$ cat config.mk
export PLATFORM = sky130hd
export DESIGN_NAME = serial_port
export DESIGN_NICKNAME = d
export VERILOG_FILES = /design/src/common/serial_port_pkg.sv /design/src/common/baud_if.sv /design/src/rtl/pin_sync.sv /design/src/rtl/baud_counter.sv /design/src/rtl/serial_port.sv
export SDC_FILE = /design/constraint.sdc
export NUM_CORES = 1
export LEC_CHECK = 0
export BUFFER_PORTS_ARGS = -buffer_cell sky130_fd_sc_hd__buf_2
export CAP_MARGIN = 30
export CORE_ASPECT_RATIO = 2
export CORE_MARGIN = 2
export CORE_UTILIZATION = 50
export DETAILED_ROUTE_END_ITERATION = 10
export GPL_ROUTABILITY_DRIVEN = 0
export PLACE_DENSITY = 0.67
export SLEW_MARGIN = 20
export SYNTH_ARGS = -nofsm -noshare
export SYNTH_HDL_FRONTEND = slang
export SYNTH_HIERARCHICAL = 1
export SYNTH_SLANG_ARGS = --single-unit
$ cat constraint.sdc
create_clock -name clk -period 4.1 [get_ports clk]
set_input_delay 0.205 -clock clk [delete_from_list [all_inputs] [get_ports clk]]
set_output_delay 0.205 -clock clk [all_outputs]
set_load 0.005 [all_outputs]
$ cat src/common/serial_port_pkg.sv
// constants, field layout and state types for the serial port receiver and sleep slave
package serial_port_pkg;
  localparam int ADDR_W = 3;
  localparam int DATA_W = 8;
  // register offsets
  localparam logic [2:0] OFF_RX_CTRL = 3'h0;
  localparam logic [2:0] OFF_TX_CTRL = 3'h1;
  localparam logic [2:0] OFF_RX_DATA = 3'h2;
  localparam logic [2:0] OFF_TX_HOLD = 3'h3;
  localparam logic [2:0] OFF_BAUD_LO = 3'h4;
  localparam logic [2:0] OFF_BAUD_HI = 3'h5;
  localparam logic [2:0] OFF_INT = 3'h6;
  // receive control and status fields
  localparam int B_PORT_EN = 7;
  localparam int B_RX9 = 6;
  localparam int B_CONTINUOUS_RECEIVE_ENABLE = 4;
  localparam int B_ADDRESS_DETECTION_ENABLE = 3;
  localparam int B_FERR = 2;
  localparam int B_OVERRUN_ERROR_FLAG = 1;
  localparam int B_RX9D = 0;
  // transmit control fields
  localparam int B_TXEN = 5;
  localparam int B_SYNC = 4;
  localparam int B_WIDE = 3;
  localparam int B_HSPD = 2;
  localparam int B_TSR_IDLE = 1;
  // interrupt register fields
  localparam int B_PERIPHERAL_INTERRUPT_ENABLE = 6;
  localparam int B_RECEIVE_FLAG = 5;
  localparam int B_TRANSMIT_FLAG = 4;
  localparam int B_RECEIVE_INTERRUPT_ENABLE = 1;
  localparam int B_TRANSMIT_INTERRUPT_ENABLE = 0;
  // reset values, oversampling counts and character lengths
  localparam logic [7:0] BAUD_RST = 8'h00;
  localparam logic [7:0] TX_HOLD_RST = 8'h00;
  localparam logic [4:0] OVS_NORMAL = 5'h10;
  localparam logic [4:0] OVS_FAST = 5'h04;
  localparam logic [3:0] BITS_8 = 4'h8;
  localparam logic [3:0] BITS_9 = 4'h9;
  typedef enum logic [1:0] {RX_IDLE, RX_START, RX_DATA, RX_STOP} rx_state_t;
endpackage

$ cat src/common/baud_if.sv
// divisor settings and tick between the port and its baud counter
`timescale 1ns/1ns
interface baud_if;
  logic [15:0] divisor;
  logic wide;
  logic restart;
  logic run;
  logic tick;
  modport gen (input divisor, input wide, input restart, input run, output tick);
  modport user (output divisor, output wide, output restart, output run, input tick);
endinterface

$ cat src/rtl/pin_sync.sv
// two-stage synchroniser for pins from outside the clock domain
`timescale 1ns/1ns
module pin_sync #(
  parameter int WIDTH = 2
) (
  input wire logic clk,
  input wire logic sys_rst,
  input wire logic [WIDTH-1:0] d,
  output logic [WIDTH-1:0] q
);
  logic [WIDTH-1:0] meta_r;

  // the data pin idles high, so reset both pins to the high level
  always_ff @(posedge clk) begin
    if (sys_rst) begin
      meta_r <= '1;
      q <= '1;
    end else begin
      meta_r <= d;
      q <= meta_r;
    end
  end
endmodule

$ cat src/rtl/baud_counter.sv
// baud tick counter with restart and 8- or 16-bit divisor
`timescale 1ns/1ns
module baud_counter (
  input wire logic clk,
  input wire logic sys_rst,
  baud_if.gen bif
);
  logic [15:0] cnt_r;
  logic tick_r;
  wire [15:0] limit = bif.wide ? bif.divisor : {8'h00, bif.divisor[7:0]};
  wire at_limit = (cnt_r == limit);

  always_ff @(posedge clk) begin
    if (sys_rst || bif.restart || !bif.run) begin
      cnt_r <= 16'h0000;
      tick_r <= 1'b0;
    end else begin
      cnt_r <= at_limit ? 16'h0000 : cnt_r + 16'h0001;
      tick_r <= at_limit;
    end
  end

  assign bif.tick = tick_r;
endmodule

$ cat src/rtl/serial_port.sv
// serial port receiver, synchronous slave shifter and register file
//
// Local design decisions: the register addresses and the address-and-strobe port.
`timescale 1ns/1ns
module serial_port (
  input wire logic clk,
  input wire logic sys_rst,
  input wire logic [2:0] addr,
  input wire logic [7:0] wdata,
  input wire logic wr_en,
  input wire logic rd_en,
  output logic [7:0] rdata,
  input wire logic sleep_mode,
  input wire logic data_pin_in,
  output logic data_pin_out,
  output logic data_pin_oe,
  input wire logic clock_pin_in,
  output logic rx_irq,
  output logic tx_irq,
  output logic wake
);
  function automatic logic hit(input logic strobe, input logic [2:0] a, input logic [2:0] off);
    return strobe && (a == off);
  endfunction

  // control registers
  logic port_enable_r, ninth_bit_receive_select_r, continuous_receive_enable_r, address_detection_enable_r;
  logic sync_mode_r, txen_r, high_speed_baud_select_r, wide_divisor_select_r;
  logic receive_interrupt_enable_r, transmit_interrupt_enable_r, peripheral_interrupt_enable_r;
  logic [7:0] baud_divisor_low_r, baud_divisor_high_r, rdata_r;
  // receive state
  serial_port_pkg::rx_state_t state_r, state_nxt;
  logic [4:0] tick_cnt_r, tick_cnt_nxt;
  logic [3:0] bit_cnt_r, bit_cnt_nxt;
  logic [8:0] rsr_r, rsr_nxt, rx_buf_r;
  logic rx_done, ferr_nxt, rx_ferr_r, rx_full_r, overrun_error_flag_r;
  // transmit state
  logic [7:0] thr_r, tsr_r;
  logic thr_full_r, tsr_busy_r, dout_r;
  logic [2:0] tx_bit_r;
  logic ck_s, dt_s, ck_d_r;

  baud_if bif ();

  pin_sync #(.WIDTH(2)) u_sync (
    .clk(clk),
    .sys_rst(sys_rst),
    .d({clock_pin_in, data_pin_in}),
    .q({ck_s, dt_s})
  );

  baud_counter u_baud (
    .clk(clk),
    .sys_rst(sys_rst),
    .bif(bif)
  );

  // bus decode
  wire wr_rx_ctrl = hit(wr_en, addr, serial_port_pkg::OFF_RX_CTRL);
  wire wr_tx_ctrl = hit(wr_en, addr, serial_port_pkg::OFF_TX_CTRL);
  wire wr_thr = hit(wr_en, addr, serial_port_pkg::OFF_TX_HOLD);
  wire wr_blo = hit(wr_en, addr, serial_port_pkg::OFF_BAUD_LO);
  wire wr_bhi = hit(wr_en, addr, serial_port_pkg::OFF_BAUD_HI);
  wire wr_int = hit(wr_en, addr, serial_port_pkg::OFF_INT);
  wire rd_data = hit(rd_en, addr, serial_port_pkg::OFF_RX_DATA);

  // mode decode
  wire slave_active = port_enable_r && sync_mode_r;
  // async logic stops in sleep: its baud clock would be gone
  wire async_run = port_enable_r && !sync_mode_r && !sleep_mode;
  wire rx_on = port_enable_r && continuous_receive_enable_r && !overrun_error_flag_r;
  wire [3:0] nbits = ninth_bit_receive_select_r ? serial_port_pkg::BITS_9 : serial_port_pkg::BITS_8;
  wire [4:0] ovs = high_speed_baud_select_r ? serial_port_pkg::OVS_FAST : serial_port_pkg::OVS_NORMAL;
  wire [4:0] half_ovs = {1'b0, ovs[4:1]};
  wire ck_rise = ck_s && !ck_d_r;
  wire ck_fall = !ck_s && ck_d_r;

  assign bif.divisor = {baud_divisor_high_r, baud_divisor_low_r};
  assign bif.wide = wide_divisor_select_r;
  assign bif.restart = wr_blo;
  assign bif.run = async_run;

  // receive shifter: external clock in slave mode, oversampled in async mode
  always_comb begin
    state_nxt = state_r;
    tick_cnt_nxt = tick_cnt_r;
    bit_cnt_nxt = bit_cnt_r;
    rsr_nxt = rsr_r;
    rx_done = 1'b0;
    ferr_nxt = 1'b0;
    if (!rx_on) begin
      state_nxt = serial_port_pkg::RX_IDLE;
      bit_cnt_nxt = 4'h0;
    end else if (sync_mode_r) begin
      if (ck_rise) begin
        rsr_nxt = {dt_s, rsr_r[8:1]};
        if (bit_cnt_r == nbits - 4'h1) begin
          rx_done = 1'b1;
          bit_cnt_nxt = 4'h0;
        end else begin
          bit_cnt_nxt = bit_cnt_r + 4'h1;
        end
      end
    end else if (bif.tick) begin
      unique case (state_r)
        serial_port_pkg::RX_IDLE: begin
          if (!dt_s) begin
            state_nxt = serial_port_pkg::RX_START;
            tick_cnt_nxt = 5'h00;
          end
        end
        serial_port_pkg::RX_START: begin
          if (tick_cnt_r == half_ovs - 5'h01) begin
            // a start bit that is gone at mid-bit was noise
            state_nxt = dt_s ? serial_port_pkg::RX_IDLE : serial_port_pkg::RX_DATA;
            tick_cnt_nxt = 5'h00;
            bit_cnt_nxt = 4'h0;
          end else begin
            tick_cnt_nxt = tick_cnt_r + 5'h01;
          end
        end
        serial_port_pkg::RX_DATA: begin
          if (tick_cnt_r == ovs - 5'h01) begin
            tick_cnt_nxt = 5'h00;
            rsr_nxt = {dt_s, rsr_r[8:1]};
            if (bit_cnt_r == nbits - 4'h1) begin
              state_nxt = serial_port_pkg::RX_STOP;
            end else begin
              bit_cnt_nxt = bit_cnt_r + 4'h1;
            end
          end else begin
            tick_cnt_nxt = tick_cnt_r + 5'h01;
          end
        end
        serial_port_pkg::RX_STOP: begin
          if (tick_cnt_r == ovs - 5'h01) begin
            rx_done = 1'b1;
            ferr_nxt = !dt_s;
            state_nxt = serial_port_pkg::RX_IDLE;
            // slave receive shares this counter, so it must start from zero
            bit_cnt_nxt = 4'h0;
          end else begin
            tick_cnt_nxt = tick_cnt_r + 5'h01;
          end
        end
      endcase
    end
  end

  // lsb first: an eight-bit word sits in the top eight bits of the shifter
  wire [8:0] rx_word = ninth_bit_receive_select_r ? rsr_r_done_align(rsr_nxt, 1'b1) : rsr_r_done_align(rsr_nxt, 1'b0);

  function automatic logic [8:0] rsr_r_done_align(input logic [8:0] s, input logic nine);
    return nine ? s : {1'b0, s[8:1]};
  endfunction

  wire rx_keep = !(address_detection_enable_r && ninth_bit_receive_select_r && !rx_word[8]);
  wire rx_room = !rx_full_r || rd_data;
  wire rx_load = rx_done && rx_keep && rx_room;
  wire ovr_set = rx_done && rx_keep && !rx_room;

  always_ff @(posedge clk) begin
    if (sys_rst) begin
      state_r <= serial_port_pkg::RX_IDLE;
      tick_cnt_r <= 5'h00;
      bit_cnt_r <= 4'h0;
      rsr_r <= 9'h000;
      ck_d_r <= 1'b1;
    end else begin
      state_r <= state_nxt;
      tick_cnt_r <= tick_cnt_nxt;
      bit_cnt_r <= bit_cnt_nxt;
      rsr_r <= rsr_nxt;
      ck_d_r <= ck_s;
    end
  end

  // receive buffer; a new character wins over a read in the same cycle
  always_ff @(posedge clk) begin
    if (sys_rst) begin
      rx_buf_r <= 9'h000;
      rx_ferr_r <= 1'b0;
      rx_full_r <= 1'b0;
      overrun_error_flag_r <= 1'b0;
    end else begin
      if (rx_load) begin
        rx_buf_r <= rx_word;
        rx_ferr_r <= ferr_nxt;
      end
      rx_full_r <= rx_load || (rx_full_r && !rd_data);
      overrun_error_flag_r <= ovr_set || (overrun_error_flag_r && continuous_receive_enable_r);
    end
  end

  // slave transmitter: master samples on rising clock, device moves on falling
  wire tx_on = slave_active && txen_r;
  wire tx_last = tsr_busy_r && ck_fall && (tx_bit_r == 3'h7);
  wire tx_load = tx_on && thr_full_r && (!tsr_busy_r || tx_last);
  wire tx_shift = tsr_busy_r && ck_fall && !tx_last;

  always_ff @(posedge clk) begin
    if (sys_rst || !tx_on) begin
      tsr_r <= 8'h00;
      tsr_busy_r <= 1'b0;
      tx_bit_r <= 3'h0;
      dout_r <= 1'b1;
    end else if (tx_load) begin
      tsr_r <= thr_r;
      tsr_busy_r <= 1'b1;
      tx_bit_r <= 3'h0;
      dout_r <= thr_r[0];
    end else if (tx_last) begin
      tsr_busy_r <= 1'b0;
      dout_r <= 1'b1;
    end else if (tx_shift) begin
      tsr_r <= {1'b0, tsr_r[7:1]};
      tx_bit_r <= tx_bit_r + 3'h1;
      dout_r <= tsr_r[1];
    end
  end

  // a write refills the holding register even as it empties into the shifter
  always_ff @(posedge clk) begin
    if (sys_rst) begin
      thr_r <= serial_port_pkg::TX_HOLD_RST;
      thr_full_r <= 1'b0;
    end else begin
      if (wr_thr) begin
        thr_r <= wdata;
      end
      thr_full_r <= wr_thr || (thr_full_r && !tx_load);
    end
  end

  // software registers
  always_ff @(posedge clk) begin
    if (sys_rst) begin
      port_enable_r <= 1'b0;
      ninth_bit_receive_select_r <= 1'b0;
      continuous_receive_enable_r <= 1'b0;
      address_detection_enable_r <= 1'b0;
      sync_mode_r <= 1'b0;
      txen_r <= 1'b0;
      high_speed_baud_select_r <= 1'b0;
      wide_divisor_select_r <= 1'b0;
      receive_interrupt_enable_r <= 1'b0;
      transmit_interrupt_enable_r <= 1'b0;
      peripheral_interrupt_enable_r <= 1'b0;
      baud_divisor_low_r <= serial_port_pkg::BAUD_RST;
      baud_divisor_high_r <= serial_port_pkg::BAUD_RST;
    end else begin
      if (wr_rx_ctrl) begin
        port_enable_r <= wdata[serial_port_pkg::B_PORT_EN];
        ninth_bit_receive_select_r <= wdata[serial_port_pkg::B_RX9];
        continuous_receive_enable_r <= wdata[serial_port_pkg::B_CONTINUOUS_RECEIVE_ENABLE];
        address_detection_enable_r <= wdata[serial_port_pkg::B_ADDRESS_DETECTION_ENABLE];
      end
      if (wr_tx_ctrl) begin
        txen_r <= wdata[serial_port_pkg::B_TXEN];
        sync_mode_r <= wdata[serial_port_pkg::B_SYNC];
        wide_divisor_select_r <= wdata[serial_port_pkg::B_WIDE];
        high_speed_baud_select_r <= wdata[serial_port_pkg::B_HSPD];
      end
      if (wr_int) begin
        peripheral_interrupt_enable_r <= wdata[serial_port_pkg::B_PERIPHERAL_INTERRUPT_ENABLE];
        receive_interrupt_enable_r <= wdata[serial_port_pkg::B_RECEIVE_INTERRUPT_ENABLE];
        transmit_interrupt_enable_r <= wdata[serial_port_pkg::B_TRANSMIT_INTERRUPT_ENABLE];
      end
      if (wr_blo) begin
        baud_divisor_low_r <= wdata;
      end
      if (wr_bhi) begin
        baud_divisor_high_r <= wdata;
      end
    end
  end

  // read mux
  wire ninth_shown = address_detection_enable_r || rx_buf_r[8];
  wire [7:0] rx_ctrl_rd = {port_enable_r, ninth_bit_receive_select_r, 1'b0, continuous_receive_enable_r,
                           address_detection_enable_r, rx_ferr_r, overrun_error_flag_r, ninth_shown};
  wire [7:0] tx_ctrl_rd = {2'b00, txen_r, sync_mode_r, wide_divisor_select_r, high_speed_baud_select_r,
                           !tsr_busy_r, 1'b0};
  wire [7:0] int_rd = {1'b0, peripheral_interrupt_enable_r, rx_full_r, !thr_full_r, 2'b00,
                       receive_interrupt_enable_r, transmit_interrupt_enable_r};
  wire [7:0] rd_mux = (addr == serial_port_pkg::OFF_RX_CTRL) ? rx_ctrl_rd :
                      (addr == serial_port_pkg::OFF_TX_CTRL) ? tx_ctrl_rd :
                      (addr == serial_port_pkg::OFF_RX_DATA) ? rx_buf_r[7:0] :
                      (addr == serial_port_pkg::OFF_TX_HOLD) ? thr_r :
                      (addr == serial_port_pkg::OFF_BAUD_LO) ? baud_divisor_low_r :
                      (addr == serial_port_pkg::OFF_BAUD_HI) ? baud_divisor_high_r :
                      (addr == serial_port_pkg::OFF_INT) ? int_rd : 8'h00;

  always_ff @(posedge clk) begin
    if (sys_rst) begin
      rdata_r <= 8'h00;
    end else begin
      rdata_r <= rd_en ? rd_mux : 8'h00;
    end
  end

  assign rdata = rdata_r;
  assign data_pin_out = dout_r;
  assign data_pin_oe = tx_on && !continuous_receive_enable_r;
  assign rx_irq = rx_full_r && receive_interrupt_enable_r;
  assign tx_irq = !thr_full_r && transmit_interrupt_enable_r;
  // wake needs the peripheral gate as well as the event's own enable
  assign wake = sleep_mode && peripheral_interrupt_enable_r && (rx_irq || tx_irq);
endmodule

# After elaboration in Yosys (flattened, before gate mapping)
# Index checks and enable logic that the tools add are counted.
# totals
reg_bits,111
latch_bits,0
ram_bits,0
romBits,0
in_bits,18
out_inout_bits,13
elab_cells,207
memories,0
# classes
addsub,7
mul,0
n_div,0
order_cmp,0
eq_ne,26
shifts,0
muxes,58
n_bitwise,4
n_reduce_logical,78
# op_table
op,count
2-to-1 mux 8 bit,9
2-to-1 mux 9 bit,7
logical AND 1 bit,33
2-to-1 mux 4 bit,8
2-to-1 mux 5 bit,5
case mux 5 bit (4 select lines),1
zero test 1 bit,18
2-to-1 mux 1 bit,18
"adder 16 x 1 -> 16 bit, second input constant",1
equality test 16 bit,1
2-to-1 mux 16 bit,1
AND reduction 7 bit,2
"equality test 3 bit, second input constant",4
2-to-1 mux 2 bit,6
"!= test 2 bit, second input constant",6
"!= test 3 bit, second input constant",4
case mux 4 bit (3 select lines),1
equality test 5 bit,2
logical OR 1 bit,10
case mux 2 bit (4 select lines),1
OR reduction 2 bit,4
2-to-1 mux 7 bit,1
"equality test 3 x 2 -> 1 bit, second input constant",2
nonzero test 2 bit,3
19 further kinds,25

# Depth between registers and ports, before layout
# logic_depth
depth_word,15
depth_mapped,9
depth_no_buf,8

# Hierarchy
# The synthesis kept the hierarchy.
# modules_own_cells
module,instances,cells_each,area_each_um2,seq_area_each_um2
serial_port,1,545,4505.6,1781.7
baud_counter,1,119,1026.0,340.3
pin_sync,1,8,105.1,80.1

# Worst setup path before layout
# Ideal clock, no wire load.
# synth_path
kind,input port to flip-flop
from,in addr[1]
to,reg u_baud.cnt_r[10]
setup_ns,0.064
arrival_time_ns,2.084
required_time_ns,4.036
path_slack_ns,1.952
stages,9
path_buffers,3
cell_sequence,clkbuf_1 > clkbuf_1 > nor2_1 > nand2_1 > clkinv_1 > nor3b_1 > o31ai_4 > buf_6 > nor2_1
# synth_between
elab_chain_len,5
# synth_lines
element,line_no,text
from (decl),serial_port.sv:8,"input wire logic [2:0] addr,"
equality test 3 bit,serial_port.sv:23,return strobe && (a == off);
logical AND 1 bit,serial_port.sv:23,
via bif.restart,baud_if.sv:6,logic restart;
logical OR 1 bit (2 in series),baud_counter.sv:14,if (sys_rst || bif.restart || !bif.run) begin
OR reduction 2 bit (no line),--,
to (signal assigned),baud_counter.sv:18,cnt_r <= at_limit ? 16'h0000 : cnt_r + 16'h0001;
to (decl),baud_counter.sv:8,logic [15:0] cnt_r;
# The timed path passes the listed nets, and every way through them passes these cells.
# A chain may end at the register's enable or synchronous reset.

# Worst setup path after layout
# layout_path
from,reg port_enable_r
to,reg rx_buf_r[5]
# layout_between
elab_chain_len,9
# layout_lines
element,line_no,text
from (decl),serial_port.sv:27,"logic port_enable_r, ninth_bit_receive_select_r, continuous_receive_enable_r, address_detection_enable_r;"
from (signal assigned),serial_port.sv:253,port_enable_r <= wdata[serial_port_pkg::B_PORT_EN];
logical AND 1 bit (*) (2 in series),serial_port.sv:71,wire rx_on = port_enable_r && continuous_receive_enable_r && !overrun_error_flag_r;
2-to-1 mux 9 bit,serial_port.sv:91,if (!rx_on) begin
2-to-1 mux 9 bit,serial_port.sv:151,"wire [8:0] rx_word = ninth_bit_receive_select_r ? rsr_r_done_align(rsr_nxt, 1'b1) : rsr_r_done_align(rsr_nxt, ..."
zero test 1 bit,serial_port.sv:157,wire rx_keep = !(address_detection_enable_r && ninth_bit_receive_select_r && !rx_word[8]);
logical AND 1 bit,serial_port.sv:157,
zero test 1 bit,serial_port.sv:157,
logical AND 1 bit (2 in series),serial_port.sv:159,wire rx_load = rx_done && rx_keep && rx_room;
to (signal assigned),serial_port.sv:187,rx_buf_r <= rx_word;
to (decl),serial_port.sv:35,"logic [8:0] rsr_r, rsr_nxt, rx_buf_r;"
# Mark *: on every way between the ends. The rest lies on a longest branch, timed or not.

==> results.sh <==
export IMPL_combPwrFrac_pct=4.7
export IMPL_fin_util_pct=55.9
export IMPL_path_cells="and3b_1 > nand2_1 > o32ai_2 > nand3_2 > or3_1 > a21oi_1"
export IMPL_nFillCells=1033
export IMPL_overflow=0
export IMPL_route_detailed_drc=0
export IMPL_clkPwrFrac_pct=43.1
export IMPL_die_area_sq_um=12200
export IMPL_port_buffers=30
export IMPL_async_flop_share_pct=0
export IMPL_slowest_stage="and3b_1"
export IMPL_p_seq_share_pct=52.2
export IMPL_p_int_mw=1.62
export IMPL_crit_start="port_enable_r"
export IMPL_drive_gt1_share_pct=10.6
export IMPL_p_switching_mw=0.477
export IMPL_placed_area_sq_um=5810
export IMPL_finalSetupViolCount=0
export IMPL_crit_path_end_kind="flop"
export IMPL_period_share_pct=61.2
export IMPL_switching_share_pct=22.8
export IMPL_startpoint_type="flop"
export IMPL_whs_ns=0.0267
export IMPL_rr_startpoint="port_enable_r"
export IMPL_hold_violations=0
export IMPL_die_y_microns=154
export IMPL_grt_setup_unrepaired="no"
export IMPL_place_inst=806
export IMPL_reg2reg_to="rx_buf_r[5]"
export IMPL_coreArea_sq_um=10900
export IMPL_start_util_pct=51.5
export IMPL_relSlewSlack_pct=36.6
export IMPL_grt_pass1_wl_mm=25.1
export IMPL_peakVddDrop_mv=0.223
export IMPL_cp_data_required_time_ns=4.38
export IMPL_netlist_area_sq_um=5640
export IMPL_drt_antenna_violating_nets=0
export IMPL_die_w_microns=79.1
export IMPL_syn_to_final_growth_pct=8.50
export IMPL_drv_cap=0
export IMPL_clock_skew_ns=0.00442
export IMPL_cts_tree="built"
export IMPL_synth_fp_nets=695
export IMPL_firstDrtPassIters=7
export IMPL_finalNonFillerCells=822
export IMPL_drt_vias_per_instance=6.11
export IMPL_wl_per_cell_microns=18.9
export IMPL_layout_min_cycle_time_ns=2.51
export IMPL_rows=54
export IMPL_synth_avg_cell_area_sq_um=8.39
export IMPL_antenna_found_initial=0
export IMPL_grt_max_degree=68
export IMPL_dpl_hpwl_mm=11.7
export IMPL_slowest_delay_ns=0.56
export IMPL_synth_ff_type="dfxtp_1"
export IMPL_insertion_delay_ns=0.35
export IMPL_worst_pin_slew_ns=0.944
export IMPL_p_leak_nw=2.16
export IMPL_reg2regPathDepth=6
export IMPL_status="complete, no violations"
export IMPL_crit_arrival_ns=2.79
export IMPL_drv_slew=0
export IMPL_vias=5026
export IMPL_drt_total_wl_mm=15.6
export IMPL_antennaDiodeCount=0
export IMPL_netlist_instances=672
export IMPL_yosys_warnings=6
export IMPL_fin_nets=700
export IMPL_root_buffer="clkbuf_16"
export IMPL_grt_use_total_pct=26.6
export IMPL_yosysUniqueCellTypes=78
export IMPL_htreeDepth=3
export IMPL_ys_seq_elements=110
export IMPL_design_area_sq_um=6120
export IMPL_cts_hold_fix_buffers=0
export IMPL_critical_path_class="flop to flop"
export IMPL_io_pins=31
export IMPL_cts_resized=0
export IMPL_ys_seq_area_share_pct=39.1
export IMPL_cp_max_fo=18
export IMPL_crit_end="rx_buf_r[5]"
export IMPL_first_iter_violations=355
export IMPL_synth_edf_count=0
export IMPL_clockBufferDepth=2
export IMPL_r2r_slack_ns=1.59
export IMPL_fmax_mhz=399
export IMPL_grt_pass1_vias=4947
export IMPL_cts_setup_buffers=0
export IMPL_powerDensity_nw_per_um2=343
export IMPL_cts_clk_slew_worst_paths_ns=0.07
export IMPL_fin_setup_tns_ns=0
export IMPL_hold_class="input port to flop"
export IMPL_cts_sinks=110
export IMPL_cts_inserted_buffers=9
==> cells in the final DEF (no fill, tap or decap), drive strengths merged, types with 12 or more instances in the layout <==
master,synthesis,routed
dfxtp,110,110
nor2,89,89
nand2,83,83
a21oi,51,51
mux2i,38,38
buf,11,33
nand3,21,21
xor2,19,19
nor3,17,17
o21ai,16,16
o211ai,13,13
nor2b,12,12
==> state kept, by name, indices dropped and copies added (netlist names), 2 cells and up, named ones only <==
register             flops
tsr_r                    7
baud_divisor_low_r       8
tx_bit_r                 3
rsr_r                    9
tick_cnt_r               5
u_sync/meta_r            2
rdata                    8
baud_divisor_high_r      8
u_baud/cnt_r            16
u_sync/q                 2
bit_cnt_r                4
thr_r                    8
rx_buf_r                 9
==> cell usage after synthesis (4+ instances only) <==
cell type | instances | area [sq um]
a211oi_1 | 10 | 75.1
a31oi_1 | 4 | 25.0
nor3b_1 | 4 | 30.0
nand2_1 | 82 | 308
clkbuf_1 | 27 | 101
nor4_1 | 5 | 31.3
nand3b_1 | 6 | 45.0
ha_1 | 5 | 62.6
o22ai_1 | 8 | 50.1
inv_1 | 7 | 26.3
nand4_1 | 8 | 50.1
o221ai_1 | 5 | 43.8
mux2i_1 | 38 | 380
nand3_1 | 20 | 100
and3_1 | 4 | 25.0
dfxtp_1 | 110 | 2200
o21ai_1 | 4 | 20.0
or3_1 | 4 | 25.0
xor2_1 | 19 | 166
and4bb_1 | 4 | 50.1
or2_1 | 4 | 25.0
nor2_1 | 89 | 334
nor2b_1 | 12 | 75.1
nor3_1 | 17 | 85.1
buf_2 | 6 | 30.0
o31ai_1 | 5 | 37.5
o21ai_0 | 12 | 60.1
xnor2_1 | 11 | 96.3
a21oi_1 | 51 | 255
a22oi_1 | 7 | 52.6
nand2b_1 | 6 | 37.5
o211ai_1 | 12 | 90.1
==> power by group through the flow <==
stage / combinational (mW) / sequential, mW / clock (mW)
6_report: 0.0984 / 1.09 / 0.904
5_1_grt: 0.107 / 1.09 / 0.965
4_1_cts: 0.0974 / 1.09 / 0.922
3_5_place_dp: 0.0969 / 1.12 / 0
3_3_place_gp: 0.0952 / 1.12 / 0
2_1_floorplan: 0.0641 / 1.11 / 0
==> per-layer routing <==
| layer | track usage (%) | routed length [microns] | vias up |
|---|---|---|---|
| met1 | 25.2 | 5400 | 2410 |
| met5 | 0 | 0 | - |
| met2 | 51.4 | 8750 | 139 |
| li1 | - | - | 2423 |
| met3 | 3.70 | 469 | 54 |
| met4 | 16.3 | 929 | 0 |
==> per-stage QoR <==
stage	setup WS, ns	power (mW)
after floorplan	1.95	1.17
after global placement	1.71	1.21
after detailed placement	1.63	1.22
after CTS	1.62	2.11
after global routing	1.35	2.17
final	1.59	2.10
==> worst max-delay path, delay by kind of cell (launching register included) <==
family	cells	cell delay, ns
and+or+nand+nor	4	1.62
DFF	1	0.41
AOI/OAI and AO/OA	2	0.39
==> worst min-delay path by stage <==
stage	start	cells past startpoint	to	slack, ns
after CTS	data_pin_in	2	u_sync/meta_r[0]	0.02
after floorplan	data_pin_in	1	u_sync/meta_r[0]	0.30
after global placement	clock_pin_in	2	u_sync/meta_r[1]	0.38
final	clock_pin_in	2	u_sync/meta_r[1]	0.03
after detailed placement	data_pin_in	2	u_sync/meta_r[0]	0.39
after global routing	clock_pin_in	2	u_sync/meta_r[1]	0.03
==> final cells by class <==
class / instances / area [sq um] / share of cell area, %
Clock inverter: 5 / 56.3 / 0.921
Tap cell: 140 / 175 / 2.86
Inverter: 10 / 37.5 / 0.614
Clock buffer: 11 / 253 / 4.13
Timing Repair Buffer: 33 / 173 / 2.82
Multi-Input combinational cell: 513 / 3220 / 52.6
Sequential cell: 110 / 2200 / 36.0
==> cells by family (layout without fill, tap and decap cells) <==
| family | Yosys count | after routing | synth area share (%) |
|---|---|---|---|
| AOI/OAI and AO/OA | 152 | 152 | 18.7 |
| xor gates and xnor gates | 30 | 30 | 4.66 |
| adders and majority gates | 5 | 5 | 1.11 |
| buffers and inverters | 49 | 59 | 3.82 |
| DFF | 110 | 110 | 39.1 |
| muxes | 43 | 43 | 8.15 |
| and+or+nand+nor | 283 | 283 | 24.5 |
Note: power is estimated with default switching activity, not from simulation.
